### config.mk
export PLATFORM = sky130hd
export DESIGN_NAME = uart_irq_status
export DESIGN_NICKNAME = d
export VERILOG_FILES = /design/src/rtl/uart_status_pkg.sv /design/src/rtl/char_fifo.sv /design/src/rtl/uart_irq_status.sv
export VERILOG_INCLUDE_DIRS = /design/src /design/src/rtl
export SDC_FILE = /design/constraint.sdc
export NUM_CORES = 1
export LEC_CHECK = 0
export ABC_AREA = 1
export ABC_CLOCK_PERIOD_IN_PS = 3200
export BUFFER_PORTS_ARGS = -buffer_cell sky130_fd_sc_hd__buf_4
export CORE_MARGIN = 8
export CORE_UTILIZATION = 50
export CTS_CLUSTER_DIAMETER = 100
export DETAILED_ROUTE_END_ITERATION = 8
export MAX_ROUTING_LAYER = met4
export PLACE_DENSITY = 0.67
export SLEW_MARGIN = 20
export SYNTH_ARGS = -nofsm -noshare
export SYNTH_HDL_FRONTEND = slang
export SYNTH_SLANG_ARGS = --single-unit
export TNS_END_PERCENT = 100
### constraint.sdc
create_clock -name CORE_CLK -period 3.2 [get_ports CORE_CLK]
set_input_delay 0.32 -clock CORE_CLK [delete_from_list [all_inputs] [get_ports CORE_CLK]]
set_output_delay 0.32 -clock CORE_CLK [all_outputs]
set_load 0.005 [all_outputs]
### src/rtl/uart_status_params.svh
`ifndef UART_STATUS_PARAMS_SVH
`define UART_STATUS_PARAMS_SVH

// ****************************************
// register offsets (byte addresses)
// ****************************************
`define OFS_BAUD      8'h00
`define OFS_TXBUF     8'h04
`define OFS_RXBUF     8'h08
`define OFS_CTRL      8'h0C
`define OFS_MASK      8'h10
`define OFS_FLAGS     8'h14
`define OFS_GAP       8'h1C
`define OFS_TXFLUSH   8'h20
`define OFS_RXFLUSH   8'h24

// ****************************************
// event_flags bit positions
// ****************************************
`define BIT_TX_FULL    9
`define BIT_RX_HALF    8
`define BIT_GAP_EMPTY  7
`define BIT_GAP_HOLD   6
`define BIT_OVERFLOW   5
`define BIT_STOP_FAULT 4
`define BIT_PARITY     3
`define BIT_TX_HALF    2
`define BIT_SHIFT_IDLE 1
`define BIT_RX_DATA    0

// ****************************************
// port_control fields
// ****************************************
`define CTRL_WMASK    16'h05FF
`define CTRL_FIFOEN   10
`define CTRL_RXEN     8
`define CTRL_RUN      7
`define CTRL_LOOP     6
`define CTRL_PODD     5

// ****************************************
// reset values and levels
// ****************************************
`define BAUD_RESET    16'h0001
`define CTRL_RESET    16'h0000
`define MASK_RESET    9'h000
`define GAP_RESET     8'h00
`define FIFO_DEPTH    16
`define FIFO_FULL_LVL 5'h10
`define RX_HALF_LVL   5'h08
`define TX_HALF_LVL   5'h08

`endif

### src/rtl/uart_status_pkg.sv
`default_nettype none

package uart_status_pkg;
    // receive gap watchdog
    typedef enum logic {GAP_IDLE, GAP_COUNT} gap_state_t;
    typedef logic [15:0] reg_word_t;
endpackage

`default_nettype wire

### src/rtl/char_fifo.sv
`default_nettype none

module char_fifo #(
    parameter int W  = 11,
    parameter int D  = 16,
    parameter int AW = 4
) (
    input  wire logic          clk,
    input  wire logic          nrst,
    input  wire logic          flush,
    input  wire logic          push,
    input  wire logic [W-1:0]  push_data,
    input  wire logic          pop,
    output logic      [W-1:0]  head,
    output logic      [AW:0]   count,
    output logic      [1:0]    flag_or
);
    logic [W-1:0]  mem_r [D];
    logic [AW-1:0] wr_r;
    logic [AW-1:0] rd_r;
    logic [AW:0]   cnt_r;
    wire           full  = (cnt_r == (AW+1)'(D));
    wire           empty = (cnt_r == '0);
    wire           do_push = push & ~full;   // a push into a full buffer is lost
    wire           do_pop  = pop & ~empty;

    assign head  = mem_r[rd_r];
    assign count = cnt_r;

    // top two bits of every occupied entry, ORed
    always_comb begin
        logic [AW-1:0] off;
        off     = '0;
        flag_or = 2'h0;
        for (int i = 0; i < D; i++) begin
            off = AW'(i) - rd_r;
            if ({1'b0, off} < cnt_r) begin
                flag_or = flag_or | mem_r[i][W-1:W-2];
            end
        end
    end

    // storage
    always_ff @(posedge clk) begin
        if (do_push) begin
            mem_r[wr_r] <= push_data;
        end
    end

    // pointers; flush wins over both ports
    always_ff @(posedge clk or negedge nrst) begin
        if (!nrst) begin
            wr_r  <= '0;
            rd_r  <= '0;
            cnt_r <= '0;
        end else if (flush) begin
            wr_r  <= '0;
            rd_r  <= '0;
            cnt_r <= '0;
        end else begin
            wr_r  <= wr_r + AW'(do_push);
            rd_r  <= rd_r + AW'(do_pop);
            cnt_r <= cnt_r + (AW+1)'(do_push) - (AW+1)'(do_pop);
        end
    end
endmodule // char_fifo

`default_nettype wire

### src/rtl/uart_irq_status.sv
// How it works
// - interrupt output high while any of flags 0..8 and its mask bit are both 1; flag 9 has no mask bit
// - mask register holds nine enables, bits 0..8, one per flag position
// - flag 9 reads 1 exactly when transmit buffer holds 16 characters
// - flag 8 reads 1 while receive buffer holds eight or more characters
// - flag 7 set when gap watchdog expires with receive buffer empty
// - flag 6 set when gap watchdog expires with receive buffer holding data
// - flag 5 set when a character completes while receive buffer is full
// - flag 4 reads 1 while a buffered character carries a stop-bit fault
// - flag 3 reads 1 while a buffered character carries a parity fault
// - flag 2 reads 1 while at least half the transmit buffer is free
// - flag 1 reads 1 while the transmit shifter is idle
// - flag 0 reads 1 while the receive buffer holds at least one entry
// - flags read 0x0006 after reset
// - gap register gives an 8-bit watchdog period in baud ticks
// - any write to the receive flush register empties the receive buffer
// - no shifting and no gap counting while the run bit is 0
`include "uart_status_params.svh"
`default_nettype none

module uart_irq_status (
    input  wire logic        CORE_CLK,
    input  wire logic        NRST,
    // register port
    input  wire logic [7:0]  ADDR,
    input  wire logic [15:0] WDATA,
    input  wire logic        WR,
    input  wire logic        RD,
    output logic      [15:0] RDATA,
    // controls toward the shift engines
    output logic             BAUD_TICK,
    output logic             RUN,
    output logic             RX_ENABLE,
    output logic             FIFO_ENABLE,
    output logic             LOOP_BACK,
    output logic             PARITY_ODD,
    output logic      [1:0]  STOP_BITS,
    output logic      [2:0]  MODE,
    // transmit side
    output logic      [8:0]  TX_CHAR,
    output logic             TX_CHAR_VALID,
    input  wire logic        TX_CHAR_TAKE,
    input  wire logic        TX_SHIFTER_IDLE,
    // receive side
    input  wire logic [8:0]  RX_CHAR,
    input  wire logic        RX_STOP_FAULT,
    input  wire logic        RX_PARITY_FAULT,
    input  wire logic        RX_CHAR_DONE,
    // interrupt
    output logic             INTERRUPT
);

    // ****************************************
    // register decode
    // ****************************************

    // one strobe per register, taken straight from the port
    wire wr_baud    = WR & (ADDR == `OFS_BAUD);
    wire wr_txbuf   = WR & (ADDR == `OFS_TXBUF);
    wire wr_ctrl    = WR & (ADDR == `OFS_CTRL);
    wire wr_mask    = WR & (ADDR == `OFS_MASK);
    wire wr_gap     = WR & (ADDR == `OFS_GAP);
    wire wr_txflush = WR & (ADDR == `OFS_TXFLUSH);
    wire wr_rxflush = WR & (ADDR == `OFS_RXFLUSH);
    wire rd_rxbuf   = RD & (ADDR == `OFS_RXBUF);
    wire rd_flags   = RD & (ADDR == `OFS_FLAGS);

    // ****************************************
    // software registers
    // ****************************************

    // mask and gap keep only their implemented bits; control keeps bits 0..8 and 10
    logic [15:0] ctrl_r;
    logic [8:0]  mask_r;
    logic [7:0]  gap_period_r;

    // reserved bits are dropped or masked to zero on write, so they read back as zero
    always_ff @(posedge CORE_CLK or negedge NRST) begin
        if (!NRST) begin
            ctrl_r       <= `CTRL_RESET;
            mask_r       <= `MASK_RESET;
            gap_period_r <= `GAP_RESET;
        end else begin
            if (wr_ctrl) begin
                ctrl_r <= WDATA & `CTRL_WMASK;
            end
            if (wr_mask) begin
                mask_r <= WDATA[8:0];
            end
            if (wr_gap) begin
                gap_period_r <= WDATA[7:0];
            end
        end
    end

    // control fields fanned out to the shift engines
    assign RUN         = ctrl_r[`CTRL_RUN];
    assign RX_ENABLE   = ctrl_r[`CTRL_RXEN];
    assign FIFO_ENABLE = ctrl_r[`CTRL_FIFOEN];
    assign LOOP_BACK   = ctrl_r[`CTRL_LOOP];
    assign PARITY_ODD  = ctrl_r[`CTRL_PODD];
    assign STOP_BITS   = ctrl_r[4:3];
    assign MODE        = ctrl_r[2:0];

    // ****************************************
    // baud generator
    // ****************************************

    logic [15:0] reload_r;
    logic [15:0] baud_cnt_r;
    logic        reload_pend_r;
    logic        tick_r;

    // a reload written while stopped waits for the first running cycle
    wire baud_zero = (baud_cnt_r == 16'h0000);

    // counter only moves while running; the tick is a one-cycle enable
    always_ff @(posedge CORE_CLK or negedge NRST) begin
        if (!NRST) begin
            reload_r      <= `BAUD_RESET;
            baud_cnt_r    <= `BAUD_RESET;
            reload_pend_r <= 1'b0;
            tick_r        <= 1'b0;
        end else begin
            tick_r <= 1'b0;
            if (wr_baud) begin
                reload_r <= WDATA;
            end
            if (wr_baud && RUN) begin
                baud_cnt_r    <= WDATA;
                reload_pend_r <= 1'b0;
            end else if (wr_baud) begin
                reload_pend_r <= 1'b1;
            end else if (RUN && reload_pend_r) begin
                baud_cnt_r    <= reload_r;
                reload_pend_r <= 1'b0;
            end else if (RUN && baud_zero) begin
                baud_cnt_r <= reload_r;
                tick_r     <= 1'b1;
            end else if (RUN) begin
                baud_cnt_r <= baud_cnt_r - 16'h0001;
            end
        end
    end

    // registered, so the enable reaches the shift engines glitch free
    assign BAUD_TICK = tick_r;

    // ****************************************
    // character buffers
    // ****************************************

    logic [8:0]  tx_head;
    logic [4:0]  tx_count;
    logic [10:0] rx_head;
    logic [4:0]  rx_count;
    logic [1:0]  rx_faults;
    logic [1:0]  tx_spare;     // fault slots, always zero on transmit

    // writes past a full transmit buffer are dropped
    char_fifo #(
        .W  (11),
        .D  (`FIFO_DEPTH),
        .AW (4)
    ) u_tx_fifo (
        .clk       (CORE_CLK),
        .nrst      (NRST),
        .flush     (wr_txflush),
        .push      (wr_txbuf),
        .push_data ({2'h0, WDATA[8:0]}),
        .pop       (TX_CHAR_TAKE),
        .head      ({tx_spare, tx_head}),
        .count     (tx_count),
        .flag_or   ()
    );

    // faults travel with each character so they clear as it is read
    char_fifo #(
        .W  (11),
        .D  (`FIFO_DEPTH),
        .AW (4)
    ) u_rx_fifo (
        .clk       (CORE_CLK),
        .nrst      (NRST),
        .flush     (wr_rxflush),
        .push      (RX_CHAR_DONE),
        .push_data ({RX_STOP_FAULT, RX_PARITY_FAULT, RX_CHAR}),
        .pop       (rd_rxbuf),
        .head      (rx_head),
        .count     (rx_count),
        .flag_or   (rx_faults)
    );

    // head stands until the shifter pops it with its take pulse
    assign TX_CHAR       = tx_head;
    assign TX_CHAR_VALID = (tx_count != 5'h00);

    // ****************************************
    // receive gap watchdog
    // ****************************************

    uart_status_pkg::gap_state_t gap_state_r;
    uart_status_pkg::gap_state_t gap_state_nxt;
    logic [7:0] gap_cnt_r;
    logic [7:0] gap_cnt_nxt;

    // a zero period disarms the watchdog rather than firing at once
    wire gap_step = RUN & tick_r & (gap_period_r != 8'h00);
    wire gap_last = ((gap_cnt_r + 8'h01) == gap_period_r);
    wire gap_fire = (gap_state_r == uart_status_pkg::GAP_COUNT)
                  & gap_step & gap_last & ~RX_CHAR_DONE;

    // restart on every character, stop after one expiry
    always_comb begin
        gap_state_nxt = gap_state_r;
        gap_cnt_nxt   = gap_cnt_r;
        case (gap_state_r)
            uart_status_pkg::GAP_IDLE: begin
                if (RX_CHAR_DONE) begin
                    gap_state_nxt = uart_status_pkg::GAP_COUNT;
                    gap_cnt_nxt   = 8'h00;
                end
            end
            uart_status_pkg::GAP_COUNT: begin
                if (RX_CHAR_DONE) begin
                    gap_cnt_nxt = 8'h00;
                end else if (gap_fire) begin
                    gap_state_nxt = uart_status_pkg::GAP_IDLE;
                    gap_cnt_nxt   = 8'h00;
                end else if (gap_step) begin
                    gap_cnt_nxt = gap_cnt_r + 8'h01;
                end
            end
            default: begin
                gap_state_nxt = uart_status_pkg::GAP_IDLE;
                gap_cnt_nxt   = 8'h00;
            end
        endcase
    end

    // watchdog state and tick count
    always_ff @(posedge CORE_CLK or negedge NRST) begin
        if (!NRST) begin
            gap_state_r <= uart_status_pkg::GAP_IDLE;
            gap_cnt_r   <= 8'h00;
        end else begin
            gap_state_r <= gap_state_nxt;
            gap_cnt_r   <= gap_cnt_nxt;
        end
    end

    // ****************************************
    // sticky event flags
    // ****************************************

    logic gap_empty_r;
    logic gap_hold_r;
    logic overflow_r;

    // a new event in the clearing read cycle survives the read
    wire rx_empty      = (rx_count == 5'h00);
    wire rx_full       = (rx_count == `FIFO_FULL_LVL);
    wire set_gap_empty = gap_fire & rx_empty;
    wire set_gap_hold  = gap_fire & ~rx_empty;
    wire set_overflow  = RX_CHAR_DONE & rx_full;

    wire gap_empty_nxt = set_gap_empty | (gap_empty_r & ~rd_flags);
    wire gap_hold_nxt  = set_gap_hold | (gap_hold_r & ~rd_flags);
    wire overflow_nxt  = set_overflow | (overflow_r & ~rd_flags);

    // only a read of event_flags clears these three
    always_ff @(posedge CORE_CLK or negedge NRST) begin
        if (!NRST) begin
            gap_empty_r <= 1'b0;
            gap_hold_r  <= 1'b0;
            overflow_r  <= 1'b0;
        end else begin
            gap_empty_r <= gap_empty_nxt;
            gap_hold_r  <= gap_hold_nxt;
            overflow_r  <= overflow_nxt;
        end
    end

    // ****************************************
    // event_flags assembly
    // ****************************************

    // level flags follow buffer state; empty buffers give 0x0006
    logic [15:0] flags;
    assign flags[15:10]            = 6'h00;
    assign flags[`BIT_TX_FULL]     = (tx_count == `FIFO_FULL_LVL);
    assign flags[`BIT_RX_HALF]     = (rx_count >= `RX_HALF_LVL);
    assign flags[`BIT_GAP_EMPTY]   = gap_empty_r;
    assign flags[`BIT_GAP_HOLD]    = gap_hold_r;
    assign flags[`BIT_OVERFLOW]    = overflow_r;
    assign flags[`BIT_STOP_FAULT]  = rx_faults[1];
    assign flags[`BIT_PARITY]      = rx_faults[0];
    assign flags[`BIT_TX_HALF]     = (tx_count <= `TX_HALF_LVL);
    assign flags[`BIT_SHIFT_IDLE]  = TX_SHIFTER_IDLE;
    assign flags[`BIT_RX_DATA]     = ~rx_empty;

    // level output, no extra latency
    assign INTERRUPT = |(flags[8:0] & mask_r);

    // ****************************************
    // read path
    // ****************************************

    // write-only and unmapped offsets read as zero
    uart_status_pkg::reg_word_t rd_sel;
    uart_status_pkg::reg_word_t rdata_r;

    // an empty buffer reads zero rather than stale storage
    wire [15:0] rxbuf_word = rx_empty ? 16'h0000
                           : {6'h00, rx_head[10], rx_head[8:0]};

    // the baud offset shows the live counter, not the reload
    assign rd_sel = (ADDR == `OFS_BAUD)  ? baud_cnt_r
                  : (ADDR == `OFS_RXBUF) ? rxbuf_word
                  : (ADDR == `OFS_CTRL)  ? ctrl_r
                  : (ADDR == `OFS_MASK)  ? {7'h00, mask_r}
                  : (ADDR == `OFS_FLAGS) ? flags
                  : (ADDR == `OFS_GAP)   ? {8'h00, gap_period_r}
                  : 16'h0000;

    // data stands only in the cycle after the read strobe
    always_ff @(posedge CORE_CLK or negedge NRST) begin
        if (!NRST) begin
            rdata_r <= 16'h0000;
        end else begin
            rdata_r <= RD ? rd_sel : 16'h0000;
        end
    end

    // flop output keeps the bus free of decode glitches
    assign RDATA = rdata_r;

endmodule // uart_irq_status

`default_nettype wire

==> qor.yml, run 1 <==
global_routing:
  grt.overflow.total: 0
  total_global_route_track_usage_pct: 22.58
  grt_first_pass_wirelength_um: 81100
  number_of_antenna_violations_at_the_first_check_in_global_routing: 1
  pin_count_of_the_biggest_net_entering_global_routing: 82
  number_of_global_route_vias_before_repair: 14366
setup_path:
  sort_of_element_at_the_end_of_the_critical_path: "primary output"
  critical_path_class: "reg -> out"
  cp-start-kind: "register"
  r2r_slack_ns: 0.07
  required_time_worst_endpoint_ns: 2.88
  critical_path.max_fanout: 3
  worstReg2RegStart: "u_rx_fifo.rd_r[1]"
  worst_r2r_endpoint: "RDATA[3]"
  worst_ep_arrival_time_ns: 2.98
  ff2ff_path_depth: 25
pwr:
  design_power_total_mw: 16.37
  cellLeakagePower_nw: 9.534
  internal_power_mw: 11.30
  sw_frac_of_total_pct: 30.96
  power.share.clock_pct: 33.6
  power.share.sequential_pct: 41.8
  irDropWorstVdd_mv: 0.4712
  power.share.combinational_pct: 24.7
  power_per_cell_area_nw_per_um2: 699.7
  power_switching_mw: 5.067
clocking:
  htree_levels: 2
  clock-root-buffer: "sky130_fd_sc_hd__clkbuf_16"
  cts_tree: "done"
  clock_transition_at_the_registers_of_the_reported_paths_ns: 0.06
  worstSkewPairLatency_ns: 0.57
  numCtsBuffers: 45
  tritoncts_num_sinks: 435
  clock_tree.buffer_depth: 3
routing:
  drt-vias-per-instance: 5.654
  drt-initial-drc-count: 1404
  route.vias.total: 14605
  postRouteWirelength_um: 51840
  firstDrtPassIters: 5
  drt-wirelength-per-cell_um: 20.07
  final_antenna_net_count: 0
  count_of_unresolved_drc_violations_after_routing: 0
logic_synthesis:
  postSynthCellCount: 1888
  share_of_the_yosys_chip_area_belonging_to_registers_pct: 62.40
  netlist-cell-type-count: 54
  synth_fp_nets: 1993
  synth_area_per_cell_um2: 10.60
  postSynth.topFlopCell: "sky130_fd_sc_hd__edfxtp_1"
  synth_enable_flop_cells: 320
  synth_async_sr_flop_share_pct: 26.44
  synth_area_um2: 20020
  synth-seq-cells: 435
  yosys_warnings: 0
finish:
  final_nets: 2126
  share_of_layout_cells_above_drive_strength_1_pct: 14.10
  most-common-layout-cells: "sky130_fd_sc_hd__edfxtp_1 (320), sky130_fd_sc_hd__nand2_1 (243), sky130_fd_sc_hd__nor2_1 (216), sky130_fd_sc_hd__inv_1 (187), sky130_fd_sc_hd__o21ai_0 (176)"
  area_growth_pct: 16.87
  final_common_cell: "sky130_fd_sc_hd__edfxtp_1"
  post_route_cell_area_um2: 23390
  instances_no_fill: 2583
placed_design:
  routabilityCongestion: 0.9384
  port_buffers: 79
  postPlaceCellArea_um2: 21420
  place_hpwl_um: 34970
  post-place-cells: 2475
sta:
  timing.max_slew.rel_slack_pct: 40.91
  report.final.setup_viol: 1
  layout_min_cycle_time_ns: 3.298
  hold_viol: 0
  skew_ns: 0.01555
  whs_ns: 0.04108
  rsz0062_at_grt: "yes"
  max_freq_mhz: 303.2
  drv_slew: 0
  period_share_pct: 103.1
  final.setup.worst_slack_ns: -0.09776
  max_slew.worst_pin.slew_ns: 0.8863
worst_hold_path:
  min_path_type: "in -> reg"
  timing.hold.worst.start: "WDATA[9]"
  min_delay_path_depth: 3
  min_delay_worst_endpoint: "reload_r[9]"
die:
  die_height_um: 216.1
  placementRows: 73
  io_pins: 80
  floorplan.die.width_um: 216.1
  core_region_area_um2: 39640
  design.die.area_um2: 46690
  initial_core_util_pct: 50.50
outcome:
  outcome: "complete, but fails checks"
  violations_in_the_final_reports: "negative setup slack"
job:
  timing.max_cap.violations: 0
[cell usage after synthesis, types with 2 or more instances]
cell type	n	area [um2]
sky130_fd_sc_hd__clkbuf_1	50	187.7
sky130_fd_sc_hd__buf_2	20	100.1
sky130_fd_sc_hd__o31ai_1	2	15.01
sky130_fd_sc_hd__mux2i_1	36	360.4
sky130_fd_sc_hd__nor3_1	5	25.02
sky130_fd_sc_hd__or2_2	3	18.77
sky130_fd_sc_hd__a21o_1	2	15.01
sky130_fd_sc_hd__xor2_1	19	166.4
sky130_fd_sc_hd__o211ai_1	44	330.3
sky130_fd_sc_hd__inv_1	192	720.7
sky130_fd_sc_hd__o21ai_2	2	17.52
sky130_fd_sc_hd__o22ai_1	51	319.1
sky130_fd_sc_hd__nand3_1	96	480.5
sky130_fd_sc_hd__nor2_4	2	22.52
sky130_fd_sc_hd__buf_4	2	15.01
sky130_fd_sc_hd__inv_2	7	26.28
sky130_fd_sc_hd__a21oi_1	78	390.4
sky130_fd_sc_hd__dfrtp_1	113	2828
sky130_fd_sc_hd__o21ai_1	14	70.07
sky130_fd_sc_hd__dfstp_2	2	52.55
sky130_fd_sc_hd__nand2_2	7	43.79
sky130_fd_sc_hd__nor2_1	228	855.8
sky130_fd_sc_hd__a22o_1	2	17.52
sky130_fd_sc_hd__fa_1	2	40.04
sky130_fd_sc_hd__o21ai_0	178	890.9
sky130_fd_sc_hd__nand3b_1	4	30.03
sky130_fd_sc_hd__xnor2_1	7	61.31
sky130_fd_sc_hd__and3_1	2	12.51
sky130_fd_sc_hd__ha_1	61	763.2
sky130_fd_sc_hd__edfxtp_1	320	9609
sky130_fd_sc_hd__nor4_1	2	12.51
sky130_fd_sc_hd__nand4_1	41	256.5
sky130_fd_sc_hd__o2111ai_1	3	26.28
sky130_fd_sc_hd__nor2_2	4	25.02
sky130_fd_sc_hd__nand2_1	248	930.9
sky130_fd_sc_hd__a31oi_1	13	81.33
sky130_fd_sc_hd__o21bai_1	2	15.01
sky130_fd_sc_hd__o21a_1	3	22.52
sky130_fd_sc_hd__buf_1	3	11.26
sky130_fd_sc_hd__clkinv_1	4	15.01
[worst max-delay path, stage by stage, from the launching register on]
cell and delay [ns]:
sky130_fd_sc_hd__dfrtp_1 0.40, sky130_fd_sc_hd__inv_2 0.11, sky130_fd_sc_hd__buf_4 0.13, sky130_fd_sc_hd__ha_1 0.16
sky130_fd_sc_hd__nand2_2 0.07, sky130_fd_sc_hd__nand2_1 0.07, sky130_fd_sc_hd__o21a_1 0.14, sky130_fd_sc_hd__inv_1 0.05
sky130_fd_sc_hd__ha_1 0.26, sky130_fd_sc_hd__inv_1 0.04, sky130_fd_sc_hd__nor2_2 0.11, sky130_fd_sc_hd__nand3_2 0.10
sky130_fd_sc_hd__nand4_1 0.09, sky130_fd_sc_hd__nand3_1 0.08, sky130_fd_sc_hd__nor2_1 0.12, sky130_fd_sc_hd__nand2_1 0.09
sky130_fd_sc_hd__o21ai_1 0.14, sky130_fd_sc_hd__nand3_1 0.10, sky130_fd_sc_hd__buf_4 0.15
[metal layers]
| layer | GRT usage (%) | vias up | routed length [um] |
|---|---|---|---|
| li1 | - | 6874 | - |
| met1 | 31.66 | 7161 | 23610 |
| met2 | 33.50 | 505 | 23280 |
| met3 | 4.777 | 65 | 4076 |
| met4 | 5.568 | 0 | 868 |
| met5 | - | - | 0 |
[timing repair]
item                                    in CTS  in global routing
hold buffers                                 9                  0
hold endpoints to repair                    71                  0
resized for setup                           18                 37
pin swaps                                   16                 27
endpoints found under the setup margin       1                  2
buffers inserted                            14                  2
[flip-flops by register name, summed over array words and instances, names as in the netlist, 4 cells and up]
name / count
u_rx_fifo.mem_r: 176
u_tx_fifo.mem_r: 144
RDATA: 16
baud_cnt_r: 16
reload_r: 16
ctrl_r: 10
mask_r: 9
gap_cnt_r: 8
gap_period_r: 8
u_rx_fifo.count: 5
u_tx_fifo.count: 5
u_rx_fifo.rd_r: 4
u_rx_fifo.wr_r: 4
u_tx_fifo.rd_r: 4
u_tx_fifo.wr_r: 4
[stage by stage]
step / setup TNS (ns) / utilization, % / worst slack (ns)
floorplan: 0 / - / 0.2959
global placement: 0 / 54.03 / 0.1594
detailed placement: 0 / 54.03 / 0.1862
CTS: -0.08720 / 58.59 / -0.08142
global route: -0.4596 / 59.01 / -0.3114
finish: -0.09776 / 59.01 / -0.09776
[layout make-up]
class                   count  area, um2
clock buffers              54       1201
flip-flops and latches    435      12490
clock inverters            29      362.8
diodes                      1      2.502
inverters                 203      767.0
well taps                 525      656.9
fillers                  3236      16250
repair buffers            163       1301
multi-input cells        1173       6608
[cell families after synthesis]
logic type                 after synthesis  synth area share [%]
AOI/OAI and AO/OA                      401                 11.34
xor gates and xnor gates                27                 1.219
adders and majority gates               63                 4.013
buffers and inverters                  280                 5.457
DFF                                    435                 62.40
muxes                                   37                 1.857
and+or+nand+nor                        645                 13.72
[how the worst max path moves through the flow]
| stage | startpoint | to | cells past startpoint | slack (ns) |
|---|---|---|---|---|
| 6_report | u_rx_fifo.rd_r[1] | INTERRUPT | 18 | -0.1 |
| 5_1_grt | u_rx_fifo.rd_r[1] | INTERRUPT | 18 | -0.31 |
| 4_1_cts | u_rx_fifo.rd_r[2] | INTERRUPT | 17 | -0.08 |
| 3_3_place_gp | u_rx_fifo.count[3] | INTERRUPT | 10 | 0.16 |
| 2_1_floorplan | u_rx_fifo.rd_r[2] | INTERRUPT | 19 | 0.30 |
| 3_5_place_dp | u_rx_fifo.count[3] | INTERRUPT | 10 | 0.19 |
[power by group through the flow]
stage                     clock [mW]  sequential (mW)  combinational, mW
final                           5.50             6.84               4.04
after global routing            5.78             6.88               4.50
after CTS                       5.57             6.83               3.96
after detailed placement           0             6.94               3.91
after global placement             0             6.93               3.82
after floorplan                    0             6.74               2.66
Power figures use the tool's default switching activity.
==> run 2, diff against run 1 <==
- BUFFER_PORTS_ARGS: -buffer_cell sky130_fd_sc_hd__buf_4 -> unset
- DONT_BUFFER_PORTS: unset -> 1
- PLACE_DENSITY: 0.67 -> unset
==> run 2 against run 1 <==
Against the previous run: the flow now finishes without violations; sequential share of layout area increased by 0.99 points; sequential cell count unchanged; cell count decreased by 2.3%; global-route usage increased by 0.77 points; non-clock buffer count decreased by 58; combinational power decreased by 7.9%; count of clock-buffer cells in the layout unchanged; highest routed layer unchanged.
==> qor.yml, run 2 (synthesis gave the netlist of run 1 again) <==
outcome:
  outcome: "finished clean"
sta:
  layout_min_cycle_time_ns: 3.184  # -0.1133 ns
  timing.max_slew.rel_slack_pct: 36.97  # -3.9 points
  period_share_pct: 99.51  # -3.5 points
  drv_slew: 0  # unchanged
  max_slew.worst_pin.slew_ns: 0.9423  # +0.05596 ns
  skew_ns: 0.02384  # +0.008294 ns
  max_freq_mhz: 314.0  # +3.6%
  hold_viol: 0  # unchanged
  rsz0062_at_grt: "yes"
  report.final.setup_viol: 0  # -1
clocking:
  clock_tree.buffer_depth: 3  # unchanged
  cts_tree: "done"
  tritoncts_num_sinks: 435  # unchanged
  numCtsBuffers: 45  # unchanged
  htree_levels: 2  # unchanged
  clock-root-buffer: "sky130_fd_sc_hd__clkbuf_16"
  worstSkewPairLatency_ns: 0.59  # +0.02 ns
  clock_transition_at_the_registers_of_the_reported_paths_ns: 0.06  # about the same
pwr:
  cellLeakagePower_nw: 9.226  # -3.2%
  power_per_cell_area_nw_per_um2: 700.1  # about the same
  irDropWorstVdd_mv: 0.4562  # -3.2%
worst_hold_path:
  min_path_type: "in -> reg"
setup_path:
  sort_of_element_at_the_end_of_the_critical_path: "primary output"
  cp-start-kind: "register"
  worst_ep_arrival_time_ns: 2.86  # -0.12 ns
  required_time_worst_endpoint_ns: 2.88  # about the same
  r2r_slack_ns: 0.06  # about the same
  critical_path.max_fanout: 3  # unchanged
  critical_path_class: "reg -> out"
finish:
  register_ranked_first_by_flip_flop_count: "u_rx_fifo.mem_r"
  share_of_layout_cells_above_drive_strength_1_pct: 10.51  # -3.6 points
  reg.largest.list: "u_rx_fifo.mem_r: 176 flops, u_tx_fifo.mem_r: 144 flops"
  area_growth_pct: 14.74
  final_common_cell: "sky130_fd_sc_hd__edfxtp_1"
  final_nets: 2068  # -2.7%
  flip_flop_count_of_the_largest_register_after_layout: 176  # unchanged
  most-common-layout-cells: "sky130_fd_sc_hd__edfxtp_1 (320), sky130_fd_sc_hd__nand2_1 (242), sky130_fd_sc_hd__nor2_1 (216), sky130_fd_sc_hd__inv_1 (188), sky130_fd_sc_hd__o21ai_0 (176)"
  postLayoutCoreUtil_pct: 57.94  # -1.1 points
  instances_no_fill: 2524  # -2.3%
routing:
  postRouteWirelength_um: 53720  # +3.6%
  count_of_unresolved_drc_violations_after_routing: 0  # unchanged
  drt-vias-per-instance: 5.714  # +1.1%
  firstDrtPassIters: 6  # +1
  final_antenna_net_count: 0  # unchanged
  drt-wirelength-per-cell_um: 21.29  # +6.1%
  route.vias.total: 14422  # -1.3%
  drt-initial-drc-count: 1523  # +8.5%
die:
  placementRows: 73  # unchanged
  die_height_um: 216.1  # unchanged
  floorplan.die.width_um: 216.1  # unchanged
  io_pins: 80  # unchanged
  design.die.area_um2: 46690  # unchanged
  core_region_area_um2: 39640  # unchanged
  initial_core_util_pct: 50.50  # unchanged
global_routing:
  grt.overflow.total: 0  # unchanged
  grt_util_met3_pct: 4.847  # +0.070 points
  number_of_global_route_vias_before_repair: 13485  # -6.1%
  total_global_route_track_usage_pct: 23.36  # +0.77 points
  pin_count_of_the_biggest_net_entering_global_routing: 116  # +41%
  grtUsageMet2_pct: 33.82  # +0.31 points
  busiest_layer: "met2"
  grt_first_pass_wirelength_um: 82150  # +1.3%
  met1_grt_util_pct: 33.57  # +1.9 points
  number_of_antenna_violations_at_the_first_check_in_global_routing: 2  # +1
placed_design:
  post-place-cells: 2397  # -3.2%
  port_buffers: 0  # -100%
  place_hpwl_um: 35770  # +2.3%
  routabilityCongestion: 0.8997  # -4.1%
job:
  timing.max_cap.violations: 0  # unchanged
-- run 2: critical path, stage by stage, from the launching register on --
cell	delay (ns)
sky130_fd_sc_hd__dfrtp_1	0.40
sky130_fd_sc_hd__inv_2	0.12
sky130_fd_sc_hd__buf_6	0.12
sky130_fd_sc_hd__ha_4	0.11
sky130_fd_sc_hd__nand2_2	0.05
sky130_fd_sc_hd__nand2_2	0.09
sky130_fd_sc_hd__xor2_2	0.19
sky130_fd_sc_hd__inv_1	0.07
sky130_fd_sc_hd__ha_1	0.27
sky130_fd_sc_hd__inv_1	0.04
sky130_fd_sc_hd__nor2_2	0.12
sky130_fd_sc_hd__nand2_1	0.09
sky130_fd_sc_hd__nand4_1	0.09
sky130_fd_sc_hd__nand2_1	0.08
sky130_fd_sc_hd__nor2_1	0.09
sky130_fd_sc_hd__nand2_1	0.09
sky130_fd_sc_hd__o21ai_2	0.16
sky130_fd_sc_hd__nand3_2	0.12
-- run 2: metal layers --
layer / up-vias / wire length (um)
li1: 6756 / -
met2: 515 / 23590
met4: 0 / 1090
met5: - / 0
met1: 7070 / 24500
met3: 81 / 4541
-- run 2: power by group --
part / internal, mW / switching, mW
Sequential: 6.49 / 0.386
Combinational: 1.30 / 2.42
Clock: 3.29 / 2.19
-- run 2: worst paths after layout --
kind,startpoint,endpoint,cells past startpoint
worst max-delay path,u_rx_fifo.rd_r[2],INTERRUPT,17
worst min-delay path,WR,baud_cnt_r[5],3
worst max register to register,u_rx_fifo.rd_r[2],RDATA[4],25
worst min register to register,reload_r[1],reload_r[1],2
max in group asynchronous,NRST,baud_cnt_r[4],2
min in group asynchronous,NRST,gap_cnt_r[5],2
-- run 2: per-stage QoR --
| stage | area [um2] | TNS [ns] | hold WS (ns) | total power, mW | setup slack (ns) |
|---|---|---|---|---|---|
| detailed placement | 20820 | 0 | 0.03006 | 10.51 | 0.3998 |
| finish | 22970 | 0 | 0.01644 | 16.08 | 0.01553 |
| global placement | 20820 | 0 | 0.02933 | 10.48 | 0.4497 |
| global route | 22970 | -0.3084 | 0.04668 | 16.89 | -0.1597 |
| CTS | 22830 | -0.01744 | 0.003184 | 16.14 | -0.01744 |
| floorplan | 20020 | 0 | 0.02441 | 9.399 | 0.2959 |
-- run 2: final cells by class --
class / instances / area, um2
sequential: 435 / 12490
clock inverter: 28 / 361.6
fill: 3398 / 16670
antenna: 1 / 2.502
clock buffer: 54 / 1181
multi-input combinational: 1173 / 6580
tap: 525 / 656.9
timing repair buffer: 105 / 928.4
inverter: 203 / 762.0
-- run 2: what timing repair did --
| item | CTS | global route |
|---|---|---|
| setup endpoints to repair | 1 | 2 |
| setup buffers | 9 | 3 |
| pin swaps | 13 | 27 |
| hold buffers | 32 | 0 |
| hold endpoints to repair | 486 | 0 |
| gates resized for setup | 19 | 30 |
